===== src/design/osw_cfg.svh =====
// Operation
// - New-source codes 000, 001, 110, 111 pick the fast RC variants.
// - Codes 010, 011, 100, 101 pick primary, primary+PLL, secondary, low-power RC.
// - With fail-safe monitor on, the clock lock bit freezes source and PLL selection.
// - With fail-safe monitor off, selections are never locked.
// - Pin-mapping lock bit sits at bit 6; one means active.
// - Pin-mapping lock changes only after the unlock key sequence.
// - With one-way pin lock strapped, a set pin lock stays set until reset.
// - PLL lock status at bit 5 is one when the PLL is locked.
// - PLL lock status reads zero during a switch or without a PLL mode.
// - Clock-fail flag at bit 3 is set when the monitor sees a failure.
// - Bit 2 set keeps the primary oscillator running in sleep.
// - Bit 1 enables the 32 kHz secondary oscillator.
// - Software sets bit 0 to request a switch; hardware clears it when done.
// - Bit 4 of the control register always reads zero.
// - New-source field resets to the strapped reset source.
`ifndef OSW_CFG_SVH
`define OSW_CFG_SVH

// Register indices on the local port
`define OSW_IDX_CTRL      4'h0
`define OSW_IDX_KEY       4'h1
`define OSW_IDX_STAT      4'h2
`define OSW_IDX_MASK      4'h3

// Control register fields
`define OSW_NSRC_HI       10
`define OSW_NSRC_LO       8
`define OSW_CLOCK_SELECT_LOCK_BIT   7
`define OSW_PINLOCK_BIT   6
`define OSW_PLLSTAT_BIT   5
`define OSW_RSVD_BIT      4
`define OSW_FAIL_BIT      3
`define OSW_PKEEP_BIT     2
`define OSW_SEC_EN_BIT    1
`define OSW_SWREQ_BIT     0

// Interrupt status and mask fields
`define OSW_IRQ_W         2
`define OSW_IRQ_DONE_BIT  0
`define OSW_IRQ_FAIL_BIT  1
`define OSW_MASK_RST      2'h0

// Unlock keys, written back to back to the key register
`define OSW_KEY_FIRST     16'h0046
`define OSW_KEY_SECOND    16'h0057

// Timing
`define OSW_CLK_PERIOD_NS 4
`define OSW_SETTLE_NS     16
`define OSW_SETTLE_CYC    ((`OSW_SETTLE_NS + `OSW_CLK_PERIOD_NS - 1) / `OSW_CLK_PERIOD_NS)
`define OSW_UNLOCK_NS     32
`define OSW_UNLOCK_CYC    (`OSW_UNLOCK_NS / `OSW_CLK_PERIOD_NS)

`endif


===== src/design/osw_pkg.sv =====
package osw_pkg;

  // Clock source codes of the new-source field
  typedef enum logic [2:0]
  {
    OSW_FAST_RC          = 3'h0,
    OSW_FAST_RC_PLL      = 3'h1,
    OSW_PRIMARY          = 3'h2,
    OSW_PRIMARY_PLL      = 3'h3,
    OSW_SECONDARY        = 3'h4,
    OSW_LOW_POWER_RC     = 3'h5,
    OSW_FAST_RC_DIV16    = 3'h6,
    OSW_FAST_RC_POSTSCL  = 3'h7
  } osw_src_t;

  // Switch sequencer states, Gray along the path from idle to done
  typedef enum logic [2:0]
  {
    OSW_ST_IDLE     = 3'h0,
    OSW_ST_WAIT_RDY = 3'h1,
    OSW_ST_GATE_OFF = 3'h3,
    OSW_ST_GATE_ON  = 3'h2,
    OSW_ST_DONE     = 3'h6
  } osw_state_t;

endpackage


===== src/design/osw_ctrl.sv =====
// Added by the designer: the placing of the registers and the plain strobed port.
`timescale 1ns/1ns
`include "osw_cfg.svh"

module osw_ctrl
(
  input  wire logic        ref_clk,
  input  wire logic        rst_n,
  // Register port
  input  wire logic [3:0]  reg_addr,
  input  wire logic [15:0] reg_wdata,
  input  wire logic        reg_wr,
  input  wire logic        reg_rd,
  output logic      [15:0] reg_rdata,
  // Configuration straps
  input  wire logic        fail_safe_config_bit,
  input  wire logic        one_way_pin_lock,
  input  wire logic [2:0]  reset_source_config,
  // Oscillator status pins
  input  wire logic [7:0]  src_ready,
  input  wire logic        pll_locked_in,
  input  wire logic        clock_fail_in,
  // Power state from the same clock domain
  input  wire logic        sleep_mode,
  // Clock tree controls
  output logic      [7:0]  clk_gate_en,
  output logic      [2:0]  cur_source,
  output logic             pll_enable,
  output logic             primary_osc_run,
  output logic             secondary_osc_run,
  output logic             pin_map_locked,
  output logic             irq
);

  // Sources that run through the PLL
  function automatic logic uses_pll(input logic [2:0] s);
    uses_pll = (s == osw_pkg::OSW_FAST_RC_PLL) || (s == osw_pkg::OSW_PRIMARY_PLL);
  endfunction

  // Sources that need the primary oscillator
  function automatic logic uses_primary(input logic [2:0] s);
    uses_primary = (s == osw_pkg::OSW_PRIMARY) || (s == osw_pkg::OSW_PRIMARY_PLL);
  endfunction

  // Two-flop synchronisers for pins; no reset so straps are seen during reset
  logic [14:0] pin_s1_r;
  logic [14:0] pin_s2_r;
  always_ff @(posedge ref_clk)
  begin
    pin_s1_r <= {fail_safe_config_bit, one_way_pin_lock, reset_source_config,
                 src_ready, pll_locked_in, clock_fail_in};
    pin_s2_r <= pin_s1_r;
  end

  wire       fail_safe_s = pin_s2_r[14];
  wire       one_way_s   = pin_s2_r[13];
  wire [2:0] strap_src_s = pin_s2_r[12:10];
  wire [7:0] ready_s     = pin_s2_r[9:2];
  wire       pll_lock_s  = pin_s2_r[1];
  wire       clk_fail_s  = pin_s2_r[0];

  // Register state
  osw_pkg::osw_src_t      new_src_r;
  logic                   clock_select_lock_r;
  logic                   pin_lock_r;
  logic                   fail_flag_r;
  logic                   pkeep_r;
  logic                   sec_en_r;
  logic                   sw_req_r;
  logic                   key_stage_r;
  logic                   unlock_r;
  logic [3:0]             unlock_cnt_r;
  logic                   fail_prev_r;
  logic                   fail_pend_r;
  logic [`OSW_IRQ_W-1:0]  stat_r;
  logic [`OSW_IRQ_W-1:0]  mask_r;

  // Sequencer handshake
  osw_pkg::osw_src_t      seq_cur;
  osw_pkg::osw_src_t      seq_target;
  logic                   seq_busy;
  logic                   seq_done;

  // Address decode
  wire wr_ctrl = reg_wr && (reg_addr == `OSW_IDX_CTRL);
  wire wr_key  = reg_wr && (reg_addr == `OSW_IDX_KEY);
  wire wr_stat = reg_wr && (reg_addr == `OSW_IDX_STAT);
  wire wr_mask = reg_wr && (reg_addr == `OSW_IDX_MASK);

  // Lock only bites when the fail-safe monitor is strapped on
  wire eff_lock  = fail_safe_s && clock_select_lock_r;
  wire sel_write = wr_ctrl && !eff_lock;

  // Pin lock may move only when unlocked and not held by the one-way strap
  wire pin_lock_hold = one_way_s && pin_lock_r;
  wire pin_lock_wr   = wr_ctrl && unlock_r && !pin_lock_hold;

  // A clock failure edge forces a switch to the fast RC oscillator
  wire fail_rise  = clk_fail_s && !fail_prev_r;
  wire seq_start  = !seq_busy && (fail_pend_r || sw_req_r);
  assign seq_target = fail_pend_r ? osw_pkg::OSW_FAST_RC : new_src_r;

  // PLL status is zero mid-switch or on a non-PLL source
  wire pll_stat = uses_pll(seq_cur) && pll_lock_s && !seq_busy;

  // Interrupt events
  wire [`OSW_IRQ_W-1:0] irq_evt = {clk_fail_s, seq_done};

  // Control word as software reads it
  wire [15:0] ctrl_rd = {5'h00,
                         new_src_r,
                         clock_select_lock_r,
                         pin_lock_r,
                         pll_stat,
                         1'b0,
                         fail_flag_r,
                         pkeep_r,
                         sec_en_r,
                         sw_req_r};

  wire [15:0] rd_mux =
    (reg_addr == `OSW_IDX_CTRL) ? ctrl_rd :
    (reg_addr == `OSW_IDX_STAT) ? {14'h0000, stat_r} :
    (reg_addr == `OSW_IDX_MASK) ? {14'h0000, mask_r} :
    16'h0000;

  // Selection and switch request
  always_ff @(posedge ref_clk)
  begin
    if (!rst_n)
    begin
      new_src_r <= osw_pkg::osw_src_t'(strap_src_s);
      clock_select_lock_r <= 1'b0;
      sw_req_r  <= 1'b0;
    end
    else
    begin
      if (wr_ctrl)
        clock_select_lock_r <= reg_wdata[`OSW_CLOCK_SELECT_LOCK_BIT];
      if (sel_write)
        new_src_r <= osw_pkg::osw_src_t'(reg_wdata[`OSW_NSRC_HI:`OSW_NSRC_LO]);
      // Request stands until the sequencer finishes; a written zero cannot abort
      if (seq_done)
        sw_req_r <= 1'b0;
      else if (sel_write && reg_wdata[`OSW_SWREQ_BIT])
        sw_req_r <= 1'b1;
    end
  end

  // Sleep and secondary enables, pin-mapping lock
  always_ff @(posedge ref_clk)
  begin
    if (!rst_n)
    begin
      pkeep_r    <= 1'b0;
      sec_en_r   <= 1'b0;
      pin_lock_r <= 1'b0;
    end
    else
    begin
      if (wr_ctrl)
      begin
        pkeep_r  <= reg_wdata[`OSW_PKEEP_BIT];
        sec_en_r <= reg_wdata[`OSW_SEC_EN_BIT];
      end
      if (pin_lock_wr)
        pin_lock_r <= reg_wdata[`OSW_PINLOCK_BIT];
    end
  end

  // Unlock keys must arrive as two consecutive writes to the key register.
  // The unlock lasts for one control write or a short window, whichever first.
  always_ff @(posedge ref_clk)
  begin
    if (!rst_n)
    begin
      key_stage_r  <= 1'b0;
      unlock_r     <= 1'b0;
      unlock_cnt_r <= 4'h0;
    end
    else
    begin
      if (reg_wr)
        key_stage_r <= wr_key && (reg_wdata == `OSW_KEY_FIRST);
      if (wr_key && key_stage_r && (reg_wdata == `OSW_KEY_SECOND))
      begin
        unlock_r     <= 1'b1;
        unlock_cnt_r <= 4'(`OSW_UNLOCK_CYC - 1);
      end
      else if (wr_ctrl || (unlock_cnt_r == 4'h0))
        unlock_r <= 1'b0;
      else
        unlock_cnt_r <= unlock_cnt_r - 4'h1;
    end
  end

  // Clock-fail flag: set wins over a software clear written as zero
  always_ff @(posedge ref_clk)
  begin
    if (!rst_n)
    begin
      fail_flag_r <= 1'b0;
      fail_prev_r <= 1'b0;
      fail_pend_r <= 1'b0;
    end
    else
    begin
      fail_prev_r <= clk_fail_s;
      if (clk_fail_s)
        fail_flag_r <= 1'b1;
      else if (wr_ctrl && !reg_wdata[`OSW_FAIL_BIT])
        fail_flag_r <= 1'b0;
      if (fail_rise)
        fail_pend_r <= 1'b1;
      else if (seq_start)
        fail_pend_r <= 1'b0;
    end
  end

  // Sticky interrupt status, write one to clear; a new event beats the clear
  always_ff @(posedge ref_clk)
  begin
    if (!rst_n)
    begin
      stat_r <= 2'h0;
      mask_r <= `OSW_MASK_RST;
    end
    else
    begin
      stat_r <= irq_evt | (stat_r & ~(wr_stat ? reg_wdata[1:0] : 2'h0));
      if (wr_mask)
        mask_r <= reg_wdata[1:0];
    end
  end

  // Read data stands only in the cycle after the strobe
  always_ff @(posedge ref_clk)
  begin
    if (!rst_n)
      reg_rdata <= 16'h0000;
    else
      reg_rdata <= reg_rd ? rd_mux : 16'h0000;
  end

  // Registered oscillator controls
  always_ff @(posedge ref_clk)
  begin
    if (!rst_n)
    begin
      pll_enable        <= 1'b0;
      primary_osc_run   <= 1'b0;
      secondary_osc_run <= 1'b0;
      pin_map_locked    <= 1'b0;
      irq               <= 1'b0;
    end
    else
    begin
      // PLL runs for the live source, and ahead of time for a PLL target
      pll_enable <= uses_pll(seq_cur) || (seq_busy && uses_pll(new_src_r));
      // Primary stops in sleep unless software asked to keep it
      primary_osc_run <= (uses_primary(seq_cur) || (seq_busy && uses_primary(new_src_r)))
                         && (!sleep_mode || pkeep_r);
      secondary_osc_run <= sec_en_r || (seq_cur == osw_pkg::OSW_SECONDARY);
      pin_map_locked    <= pin_lock_r;
      irq               <= |(stat_r & mask_r);
    end
  end

  assign cur_source = seq_cur;

  // Glitch-free changeover sequencer
  osw_switch_seq u_seq
  (
    .ref_clk   (ref_clk),
    .rst_n     (rst_n),
    .start     (seq_start),
    .target    (seq_target),
    .reset_src (osw_pkg::osw_src_t'(strap_src_s)),
    .src_ready (ready_s),
    .cur_src   (seq_cur),
    .gate_en   (clk_gate_en),
    .busy      (seq_busy),
    .done      (seq_done)
  );

  clk_lock_a: assert property (
    @(posedge ref_clk) disable iff (!rst_n)
    (wr_ctrl && fail_safe_s && clock_select_lock_r && !sw_req_r) |=> (!sw_req_r && $stable(new_src_r)))
    else $error("Locked selection changed by a write");

  no_lock_a: assert property (
    @(posedge ref_clk) disable iff (!rst_n)
    (wr_ctrl && !fail_safe_s && reg_wdata[0] && !sw_req_r)
      |=> (sw_req_r && (new_src_r == $past(reg_wdata[10:8]))))
    else $error("Unlocked switch request was not taken");

  pin_guard_a: assert property (
    @(posedge ref_clk) disable iff (!rst_n)
    (!unlock_r || !wr_ctrl) |=> $stable(pin_lock_r))
    else $error("Pin lock moved without unlock");

  one_way_a: assert property (
    @(posedge ref_clk) disable iff (!rst_n)
    (one_way_s && pin_lock_r) |=> pin_lock_r)
    else $error("One-way pin lock was cleared");

  pll_stat_a: assert property (
    @(posedge ref_clk) disable iff (!rst_n)
    (seq_busy || !uses_pll(seq_cur)) |-> !ctrl_rd[5])
    else $error("PLL status high during switch or without PLL");

  fail_flag_a: assert property (
    @(posedge ref_clk) disable iff (!rst_n)
    clk_fail_s |=> (fail_flag_r ##1 fail_flag_r))
    else $error("Clock fail flag not held");

  sleep_stop_a: assert property (
    @(posedge ref_clk) disable iff (!rst_n)
    (sleep_mode && !pkeep_r) |=> !primary_osc_run)
    else $error("Primary running in sleep");

  sec_enable_a: assert property (
    @(posedge ref_clk) disable iff (!rst_n)
    sec_en_r |=> secondary_osc_run)
    else $error("Secondary oscillator not enabled");

  sw_clear_a: assert property (
    @(posedge ref_clk) disable iff (!rst_n)
    (sw_req_r && seq_done) |=> (!sw_req_r && (cur_source == $past(seq_cur))))
    else $error("Switch request not cleared at completion");

  rsvd_zero_a: assert property (
    @(posedge ref_clk) disable iff (!rst_n)
    (reg_rd && reg_addr == `OSW_IDX_CTRL) |=> (reg_rdata[4] == 1'b0))
    else $error("Reserved control bit read as one");

endmodule // osw_ctrl


===== src/design/osw_switch_seq.sv =====
`timescale 1ns/1ns
`include "osw_cfg.svh"

module osw_switch_seq
(
  input  wire logic             ref_clk,
  input  wire logic             rst_n,
  input  wire logic             start,
  input  osw_pkg::osw_src_t     target,
  input  osw_pkg::osw_src_t     reset_src,
  input  wire logic [7:0]       src_ready,
  output osw_pkg::osw_src_t     cur_src,
  output logic      [7:0]       gate_en,
  output logic                  busy,
  output logic                  done
);

  osw_pkg::osw_state_t state_r;
  osw_pkg::osw_src_t   tgt_r;
  logic [3:0]          settle_r;
  logic                gate_on_r;
  wire                 settled = (settle_r == 4'(`OSW_SETTLE_CYC - 1));

  assign busy = (state_r != osw_pkg::OSW_ST_IDLE);
  assign done = (state_r == osw_pkg::OSW_ST_DONE);

  // Break before make: all gates close and settle before the new one opens
  always_ff @(posedge ref_clk)
  begin
    if (!rst_n)
    begin
      state_r   <= osw_pkg::OSW_ST_IDLE;
      tgt_r     <= reset_src;
      cur_src   <= reset_src;
      settle_r  <= 4'h0;
      gate_on_r <= 1'b1;
    end
    else
    begin
      case (state_r)
        osw_pkg::OSW_ST_IDLE:
        begin
          if (start)
          begin
            tgt_r   <= target;
            state_r <= osw_pkg::OSW_ST_WAIT_RDY;
          end
        end
        osw_pkg::OSW_ST_WAIT_RDY:
        begin
          // Old clock keeps running until the new source reports ready
          if (src_ready[tgt_r])
          begin
            gate_on_r <= 1'b0;
            settle_r  <= 4'h0;
            state_r   <= osw_pkg::OSW_ST_GATE_OFF;
          end
        end
        osw_pkg::OSW_ST_GATE_OFF:
        begin
          settle_r <= settle_r + 4'h1;
          if (settled)
          begin
            cur_src <= tgt_r;
            state_r <= osw_pkg::OSW_ST_GATE_ON;
          end
        end
        osw_pkg::OSW_ST_GATE_ON:
        begin
          gate_on_r <= 1'b1;
          state_r   <= osw_pkg::OSW_ST_DONE;
        end
        default:
          state_r <= osw_pkg::OSW_ST_IDLE;
      endcase
    end
  end

  // One registered gate enable per source; never two open at once
  genvar gi;
  generate
    for (gi = 0; gi < 8; gi++)
    begin : g_gate
      always_ff @(posedge ref_clk)
      begin
        if (!rst_n)
          gate_en[gi] <= 1'b0;
        else
          gate_en[gi] <= gate_on_r && (cur_src == 3'(gi));
      end
    end
  endgenerate

  one_gate_a: assert property (
    @(posedge ref_clk) disable iff (!rst_n) $onehot0(gate_en))
    else $error("Two clock gates open at once");

endmodule // osw_switch_seq


===== config.mk =====
export PLATFORM = sky130hd
export DESIGN_NAME = osw_ctrl
export DESIGN_NICKNAME = d
export VERILOG_FILES = /design/src/design/osw_pkg.sv /design/src/design/osw_ctrl.sv /design/src/design/osw_switch_seq.sv
export VERILOG_INCLUDE_DIRS = /design/src /design/src/design
export SDC_FILE = /design/constraint.sdc
export NUM_CORES = 1
export LEC_CHECK = 0
export BUFFER_PORTS_ARGS = -buffer_cell sky130_fd_sc_hd__buf_4
export CAP_MARGIN = 20
export CORE_UTILIZATION = 52
export DETAILED_ROUTE_END_ITERATION = 10
export PLACE_DENSITY_LB_ADDON = 0.12
export SKIP_CTS_REPAIR_TIMING = 1
export SYNTH_ARGS = -nofsm -noshare
export SYNTH_HDL_FRONTEND = slang
export SYNTH_SLANG_ARGS = --single-unit

===== constraint.sdc =====
create_clock -name ref_clk -period 2.2 [get_ports ref_clk]
set_input_delay 0.33 -clock ref_clk [delete_from_list [all_inputs] [get_ports ref_clk]]
set_output_delay 0.33 -clock ref_clk [all_outputs]
set_load 0.02 [all_outputs]

* Word level (Yosys, flattened, before mapping)
Cells that the tools add are included.
** Cells by class
- Add/subtract/negate cells :: 2
- Muxes and demuxes :: 31
- Multiply operators :: 0
- Order comparisons :: 1
- Shift-type cells :: 0
- Bitwise operators :: 6
- Eq/ne operators :: 29
- Reductions and logical operators :: 65
- Divide/modulo/power cells :: 0
** Operators by type and width (count)
- $mux W3 :: 14
- $eq A16 B7 Y1 const B :: 2
- $logic_and A1 B1 Y1 :: 29
- $eq A3 B2 Y1 const B :: 6
- $eq A3 B3 Y1 const B :: 5
- $ne A2 B1 Y1 const B :: 7
- $eq A4 B2 Y1 const B :: 3
- $pmux W3 S4 :: 1
- $mux W11 :: 1
- $logic_or A1 B1 Y1 :: 10
- $reduce_and A2 Y1 :: 5
- $reduce_bool A2 Y1 :: 5
- $eq A3 B1 Y1 const B :: 3
- $logic_not A4 Y1 :: 2
- $mux W1 :: 8
- $pmux W4 S2 :: 1
- $logic_not A1 Y1 :: 6
- $logic_not A3 Y1 :: 2
- $mux W2 :: 3
- $reduce_or A2 Y1 :: 3
- $add A4 B1 Y4 const B :: 1
- $and A2 B2 Y2 :: 2
- $eq A4 B1 Y1 const B :: 1
- $lt A3 B4 Y1 const B :: 1
- 11 further kinds :: 13
** Word-level totals
- Output and inout port bits :: 32
- Memories :: 0
- Memory bits (read-only) :: 0
- Bits in registers :: 94
- Word-level logic and storage cells :: 171
- Memory bits (writable) :: 0
- Latch bits :: 0

* Logic depth before layout (Yosys ltp)
Gate-level depths: netlist (run 1).
- Word-level depth :: 6
- Mapped depth :: 5
- Mapped depth without buffers :: 5

* Hierarchy
From an unflattened synthesis (run 1), not the netlist that was laid out.
** Unflattened totals
- Cell total of the unflattened synthesis :: 299
- Area, all modules :: 3184.3 µm²
** By module, submodules not included
- osw_ctrl :: area an instance 2169.6 µm², cells an instance 190, instances 1, seq. area each 1351.3 µm²
- osw_switch_seq :: area an instance 1014.7 µm², cells an instance 109, instances 1, seq. area each 500.5 µm²

* Worst setup path after synthesis (run 1)
OpenSTA, ideal clock, no wires.
- Path type :: flip-flop to flip-flop
- From :: reg u_seq.tgt_r[0]
- To :: reg u_seq.settle_r[3]
- Slack :: 455 ps
- Data arrival time :: 1623 ps
- Stages on the path, launching flop included :: 6
- Data required time :: 2078 ps
- Buffers on the path :: 1
- Path through :: edfxtp_1 > buf_6 > mux2i_1 > mux4_2 > and4b_1 > a311o_1
** Between the ends
- Word-level cells in the longest chain between the ends :: 4
** RTL lines
- start, declared :: RTL line osw_switch_seq.sv:19 : osw_pkg::osw_src_t tgt_r;
- start signal, assigned :: RTL line osw_switch_seq.sv:33 : tgt_r <= reset_src;
- start signal, assigned :: RTL line osw_switch_seq.sv:45 : tgt_r <= target;
- $bmux W1 S3 :: RTL line osw_switch_seq.sv:52 : if (src_ready[tgt_r])
- $mux W1 (implied by the code) :: RTL line osw_switch_seq.sv:52
- $ne A2 B1 Y1 (no source line)
- $reduce_and A2 Y1 (no source line)
- end signal, assigned :: RTL line osw_switch_seq.sv:61 : settle_r <= settle_r + 4'h1;
- end, declared :: RTL line osw_switch_seq.sv:20 : logic [3:0] settle_r;
Every way passes these cells. The select of a mux whose other input is x is not followed.
A chain may end at the register's enable or synchronous reset.

* Worst setup path after layout (run 1)
Ends and elaborated chain as after synthesis.

==> run metrics, run 1 <==
Cells after Synth ~300; TritonCTS clock tree done; Max Buffers Root-to-Sink 2; worst-path fanout max 6; pre-CTS setup slack 0.362 ns; root buf cell clkbuf_8; Final WS setup 0.342 ns; Max rail drop VDD a little under 700 uV; Seq cells post-synth 88; nature of the critical path endpoint register; Max-Cap Viols 0; Util after Layout 67.9%; via/cell ratio 5.08; Ys Warns 0; Clk Latency, worst-skew pair between 0.3 and 0.4 ns; total global routing overflow 0; commonest cells in the netlist 79 x dfxtp_1, 43 x nand2_1, 19 x nor2_1, 14 x a21boi_0, 12 x nor3_1; Initial Util 54.7%; global-route met2 utilization 31.0%; gpl congestion ~0.81; post-DR wirelength/cell 13.5 um; DP HPWL 4420 um; vias around 2300; register share of total power 53.3%; Worst EP arrival 2.10 ns; global-route wire length before repair 9650 um; crit path cell chain mux2i_1, mux4_2, and4b_1, a311o_1; largest area contributor in the netlist dfxtp_1; largest net degree at the start of global routing just under 50; initial antenna violation count 0; CP bufs+invs 0; CP required 2.44 ns; Num CTS Buffers 9; Die X 78.8 um; # port buffers 65; share of cells above drive strength 1 between 20 and 25%; CTS sink count 88; Comb pwr share 11.9%; RSZ-0062 raised after global routing false; die footprint roughly 0.0062 sq mm; fin nets roughly 410; hold crit path type in2reg; EDFF count, synth 9; sequential share of the synthesized area 60.4%; Clock Power Share roughly a third; Final Hold Violating Endpoints 0; Leak 1.60 nW; area grow syn2layout 24.2%; syn_area_per_cell 10.3 sq um; row count 27; NetSw 794 uW; DR iter-0 viols 124; Syn Std Cell Area 0.00307 sq mm; Ant. Diodes 0; gr usage total a little over a fifth; Core Footprint 0.00561 sq mm; final wirelength ~6000 um; worst stage delay on the critical path 0.55 ns; power per cell area 876 mW/mm^2; top post-synthesis cells by area dfxtp_1 52%, edfxtp_1 8.8%, nand2_1 5.3%, a21boi_0 3.4%, nor2_1 2.3%; switching share of power 23.8%; top_reg_cell synth dfxtp_1; slowest library cell on the worst path mux4_2; Max Freq 538 MHz; Inst Count DP 428; crit-path leading delay family multiplexers; fin. max-slew vios 0; First-pass DRT Iterations 4; final critical-path required period 1.86 ns; clk_skew about 0.011 ns; GR Layer Usage met1 27.8%; post-synth top area share 51.6%; Tcrit/Tclk final a little over four fifths; most common cell in the netlist dfxtp_1; Netlist cell types 39; critical path type reg2reg; Int Power between 2 and 3 mW; vias in the first global route about 2100; H-tree Lvls 3; I/O pin total 72; met3 Use GR 6.67%; Die Y-Extent 78.8 um; global routing's busiest layer met2; Critical Path Source Type register; Fillers 483; Async S/R FF share, synth 0%; setup TNS 0 ns; Final ANT Viol Nets 0; number of remaining DRC errors 0; status finished, final reports clean; Finished Layout Cells roughly 440; final setup violation count 0; Reg clk slew, reported paths 0.09 ns
registers in the layout (all words and copies together) (netlist names), 2 cells and up:
| name | flops |
|---|---|
| unlock_cnt_r | 4 |
| pin_s1_r | 15 |
| u_seq.settle_r | 4 |
| pin_s2_r | 15 |
| new_src_r | 3 |
| reg_rdata | 10 |
| stat_r | 2 |
| u_seq.tgt_r | 3 |
| mask_r | 2 |
| u_seq.gate_en | 8 |
| u_seq.state_r | 3 |
| u_seq.cur_src | 3 |
cell families (layout without fill, tap and decap cells):
logic type	count (synthesis)	in the layout	synth area share [%]
AOI/OAI and AO/OA	47	47	10.2
xor gates and xnor gates	1	1	0.286
adders and majority gates	2	2	0.816
buffers and inverters	23	91	3.80
DFF	88	88	60.4
muxes	8	8	3.06
other	1	6	0.122
and+or+nand+nor	129	129	21.3
power groups by stage:
| stage | Clock (mW) | Sequential (mW) | Combinational, mW |
|---|---|---|---|
| after global placement | 0 | 1.81 | 0.395 |
| after global routing | 1.27 | 1.79 | 0.449 |
| after CTS | 1.19 | 1.78 | 0.403 |
| after detailed placement | 0 | 1.82 | 0.401 |
| after floorplan | 0 | 1.81 | 0.267 |
| final | 1.16 | 1.78 | 0.398 |
metrics by stage:
stage	cell area, sq um	total power, mW	hold WS, ns
floorplan	3080	2.08	0.310
global placement	3590	2.21	0.311
detailed placement	3590	2.22	0.314
CTS	3810	3.37	0.0583
global route	3810	3.50	0.0482
finish	3810	3.34	0.0705
cell type report:
cell class	count	area [sq um]	area share, %
timing repair buffer	67	503	13.2
inverter	8	30.0	0.789
sequential	88	1850	48.6
clock buffer	13	169	4.44
tap	72	90.1	2.37
multi-input combinational	193	1120	29.3
clock inverter	3	47.5	1.25
per-layer routing:
layer | up-vias | part of all wire [%] | wire length [um]
li1 | 1142 | - | -
met1 | 1020 | 48 | 2880
met2 | 83 | 43 | 2580
met3 | 11 | 7.1 | 427
met4 | 0 | 1.8 | 106
met5 | - | 0 | 0
worst paths after layout:
path,startpoint,end,slack [ns],cells past startpoint
setup / recovery,u_seq.tgt_r[0]$_DFFE_PP_,u_seq.settle_r[3]$_SDFFE_PN0P_,0.34,4
setup reg to reg,u_seq.tgt_r[0]$_DFFE_PP_,u_seq.settle_r[3]$_SDFFE_PN0P_,0.34,4
hold / removal,one_way_pin_lock,pin_s1_r[13]$_DFF_P_,0.07,1
hold reg to reg,pin_s1_r[7]$_DFF_P_,pin_s2_r[7]$_DFF_P_,0.33,0
cells in the final DEF, fill, tap and decap left out, types with 2 or more instances in the layout:
cell type  netlist  final
edfxtp_1         9      9
dfxtp_1         79     79
nor3_1          12     12
a31oi_1          4      4
nand3_1          9      9
or3_1            5      5
clkbuf_8         0     12
nor4_1           2      2
nand3b_1         5      5
mux2i_1          6      6
a22oi_1          3      3
buf_4            6     67
nor3b_1          3      3
nand2b_1         7      7
o21a_1           4      4
inv_1            8      8
ha_1             2      2
nor2b_1          8      8
a21boi_0        14     14
nor2_1          19     19
and2_1          10     10
a21oi_1          9      9
o21ai_0          9      9
conb_1           1      6
nand2_1         43     43
(Power assumes the default switching activity.)
==> run 2, diff against run 1 <==
ABC_AREA = 1   (was default)
CORE_UTILIZATION = 53   (was 52)
clock period = 1.75 ns   (was 2.2 ns; I/O delays follow)
==> run metrics, run 2 <==
clk_skew 0.0101 ns (-0.000507 ns); gpl congestion 0.793 (-1.9%); Initial Util 55.9% (+1.2 points); WHS 0.0895 ns (+0.0190 ns); fin. max-slew vios 0 (unchanged); Final WS setup 0.201 ns (-0.141 ns); Die X 78.7 um (-0.14%); largest net degree at the start of global routing 27 (-45%); Max Freq 646 MHz (+20%); syn_area_per_cell 8.88 sq um (-13%); commonest cells in the netlist 79 x dfxtp_1, 61 x nand2_1, 50 x inv_1, 34 x nor2_1, 26 x nand3_1; EDFF count, synth 9 (unchanged); row count 27 (unchanged); CP required 1.76 ns (-0.68 ns); area grow syn2layout 28.6%; total global routing overflow 0 (unchanged); die footprint 0.00619 sq mm (-0.28%); slowest library cell on the worst path o21ai_0; global-route wire length before repair 9870 um (+2.3%); Seq cells post-synth 88 (unchanged); pre-CTS setup slack 0.232 ns (-0.131 ns); DP Area 0.00365 sq mm (+1.7%); nature of the critical path endpoint register; Max-Cap Viols 0 (unchanged); power per cell area 999 mW/mm^2 (+14%); Netlist cell types 38 (-2.6%); initial antenna violation count 0 (unchanged); vias 2458 (+9.0%); Critical Path Source Type register; Ys Warns 0 (unchanged); worst-path fanout max 4 (-2); Comb pwr share 10.6% (-1.3 points); Max rail drop VDD 636 uV (-7.6%); I/O pin total 72 (unchanged); fin nets 480 (+17%); First-pass DRT Iterations 4 (unchanged); Worst EP arrival 1.56 ns (-0.54 ns); worst stage delay on the critical path 0.40 ns (-0.15 ns); Leak 1.89 nW (+18%); DR iter-0 viols 131 (+5.6%); commonest cells after routing, fill and taps aside 79 x dfxtp_1, 67 x buf_4, 61 x nand2_1, 50 x inv_1, 34 x nor2_1; Clk Latency, worst-skew pair 0.36 ns (about the same); Ant. Diodes 0 (unchanged); status finished, final reports clean; final setup violation count 0 (unchanged); Async S/R FF share, synth 0% (unchanged); share of cells above drive strength 1 23.0% (-0.093 points); H-tree Lvls 3 (unchanged); Tcrit/Tclk final 88.5% (+4.0 points); commonest non-fill, non-tap cell in the layout dfxtp_1; post-DR wirelength/cell 11.6 um (-14%); Die Y-Extent 78.7 um (-0.14%); TritonCTS clock tree done; Largest regs pin_s1_r: 15 flops, pin_s2_r: 15 flops, reg_rdata: 10 flops; largest area contributor in the netlist dfxtp_1; top_reg_cell synth dfxtp_1; Reg clk slew, reported paths 0.08 ns (about the same); CTS sink count 88 (unchanged); vias in the first global route 2282 (+7.7%); post-synth top area share 50.8% (-0.83 points); switching share of power 25.4% (+1.5 points); root buf cell clkbuf_8; DP HPWL 4300 um (-2.8%); RSZ-0062 raised after global routing false; gr usage total 21.5% (+0.51 points); # port buffers 65 (unchanged); Int Power 2.99 mW (+17%); Final ANT Viol Nets 0 (unchanged); most common cell in the netlist dfxtp_1; number of remaining DRC errors 0 (unchanged); hold crit path type in2reg; Max Buffers Root-to-Sink 2 (unchanged); NetSw 1.01 mW (+28%); Core Footprint 0.00557 sq mm (-0.60%); Clock Power Share 34.8% (about the same); top post-synthesis cells by area dfxtp_1 51%, edfxtp_1 8.7%, nand2_1 7.3%, inv_1 6.0%, nand3_1 4.2%; final critical-path required period 1.55 ns (-0.309 ns); Cells after Synth 351 (+17%); crit path cell chain ha_1, inv_1, nor2_1, nand2_1, o21ai_0; register share of total power 54.6% (+1.3 points); Final Hold Violating Endpoints 0 (unchanged); sequential share of the synthesized area 59.4% (-0.97 points); critical path type reg2reg; setup TNS 0 ns (unchanged); Syn Std Cell Area 0.00312 sq mm (+1.6%); Num CTS Buffers 9 (unchanged); Finished Cell Area 0.00401 sq mm (+5.2%); final wirelength 6000 um (about the same); via/cell ratio 4.77 (-6.1%)
==> run 2: changes by cell type after synthesis, sizes merged, moves of 8 or more <==
cell	delta
nor2b	-8
o21ai	+17
nand3	+19
nor2	+17
a21boi	-14
and2	-10
inv	+51
nand2	+21
==> run 2: per-stage QoR <==
| step | instances | total power, mW | util [%] |
|---|---|---|---|
| detailed placement | 484 | 2.63 | 65.5 |
| finish | 515 | 4.00 | 71.9 |
| floorplan | 356 | 2.48 | - |
| CTS | 500 | 4.01 | 69.2 |
| global route | 515 | 4.19 | 71.9 |
| global placement | 484 | 2.62 | 65.5 |
==> run 2: power groups by stage <==
stage               logic [mW]  registers (mW)  clock network [mW]
floorplan                0.232            2.24                   0
global placement         0.390            2.23                   0
detailed placement       0.397            2.23                   0
CTS                      0.399            2.18                1.43
global route             0.476            2.20                1.52
finish                   0.424            2.18                1.39
==> run 2: final timing paths <==
check | start | endpoint | slack, ns | cells past startpoint
hold / removal | sleep_mode | primary_osc_run$_SDFF_PN0_ | 0.09 | 2
setup reg to reg | u_seq.settle_r[0]$_SDFFE_PN0P_ | u_seq.cur_src[1]$_DFFE_PP_ | 0.20 | 5
hold reg to reg | pin_s1_r[8]$_DFF_P_ | pin_s2_r[8]$_DFF_P_ | 0.33 | 0
setup / recovery | u_seq.settle_r[0]$_SDFFE_PN0P_ | u_seq.cur_src[1]$_DFFE_PP_ | 0.20 | 5
==> run 2: layout make-up <==
| type | count | area, sq um |
|---|---|---|
| timing repair buffer | 82 | 653 |
| fill | 451 | 1570 |
| tap | 72 | 90.1 |
| sequential | 88 | 1850 |
| multi-input combinational | 198 | 980 |
| clock buffer | 9 | 124 |
| inverter | 59 | 229 |
| clock inverter | 7 | 77.6 |
==> run 2: critical path, delay by kind of cell, from the launching register on <==
family | cells | cell delay (ns)
AOI/OAI and AO/OA | 1 | 0.40
adders and majority gates | 1 | 0.18
buffers and inverters | 1 | 0.04
DFF | 1 | 0.39
and+or+nand+nor | 2 | 0.18
==> run 2: cell families after synthesis <==
kind of cell | after synthesis | share of synthesized area [%]
and+or+nand+nor | 140 | 21.2
adders and majority gates | 2 | 0.803
DFF | 88 | 59.4
AOI/OAI and AO/OA | 50 | 8.72
other | 1 | 0.120
buffers and inverters | 70 | 9.72
==> run 2: routing by layer <==
layer  vias to the layer above  global-route usage [%]  routed length, um
met5                         -                       0                  0
li1                       1273                       -                  -
met3                         9                    8.02                384
met2                        85                    34.6               2960
met4                         0                    7.96                 71
met1                      1091                    25.9               2590
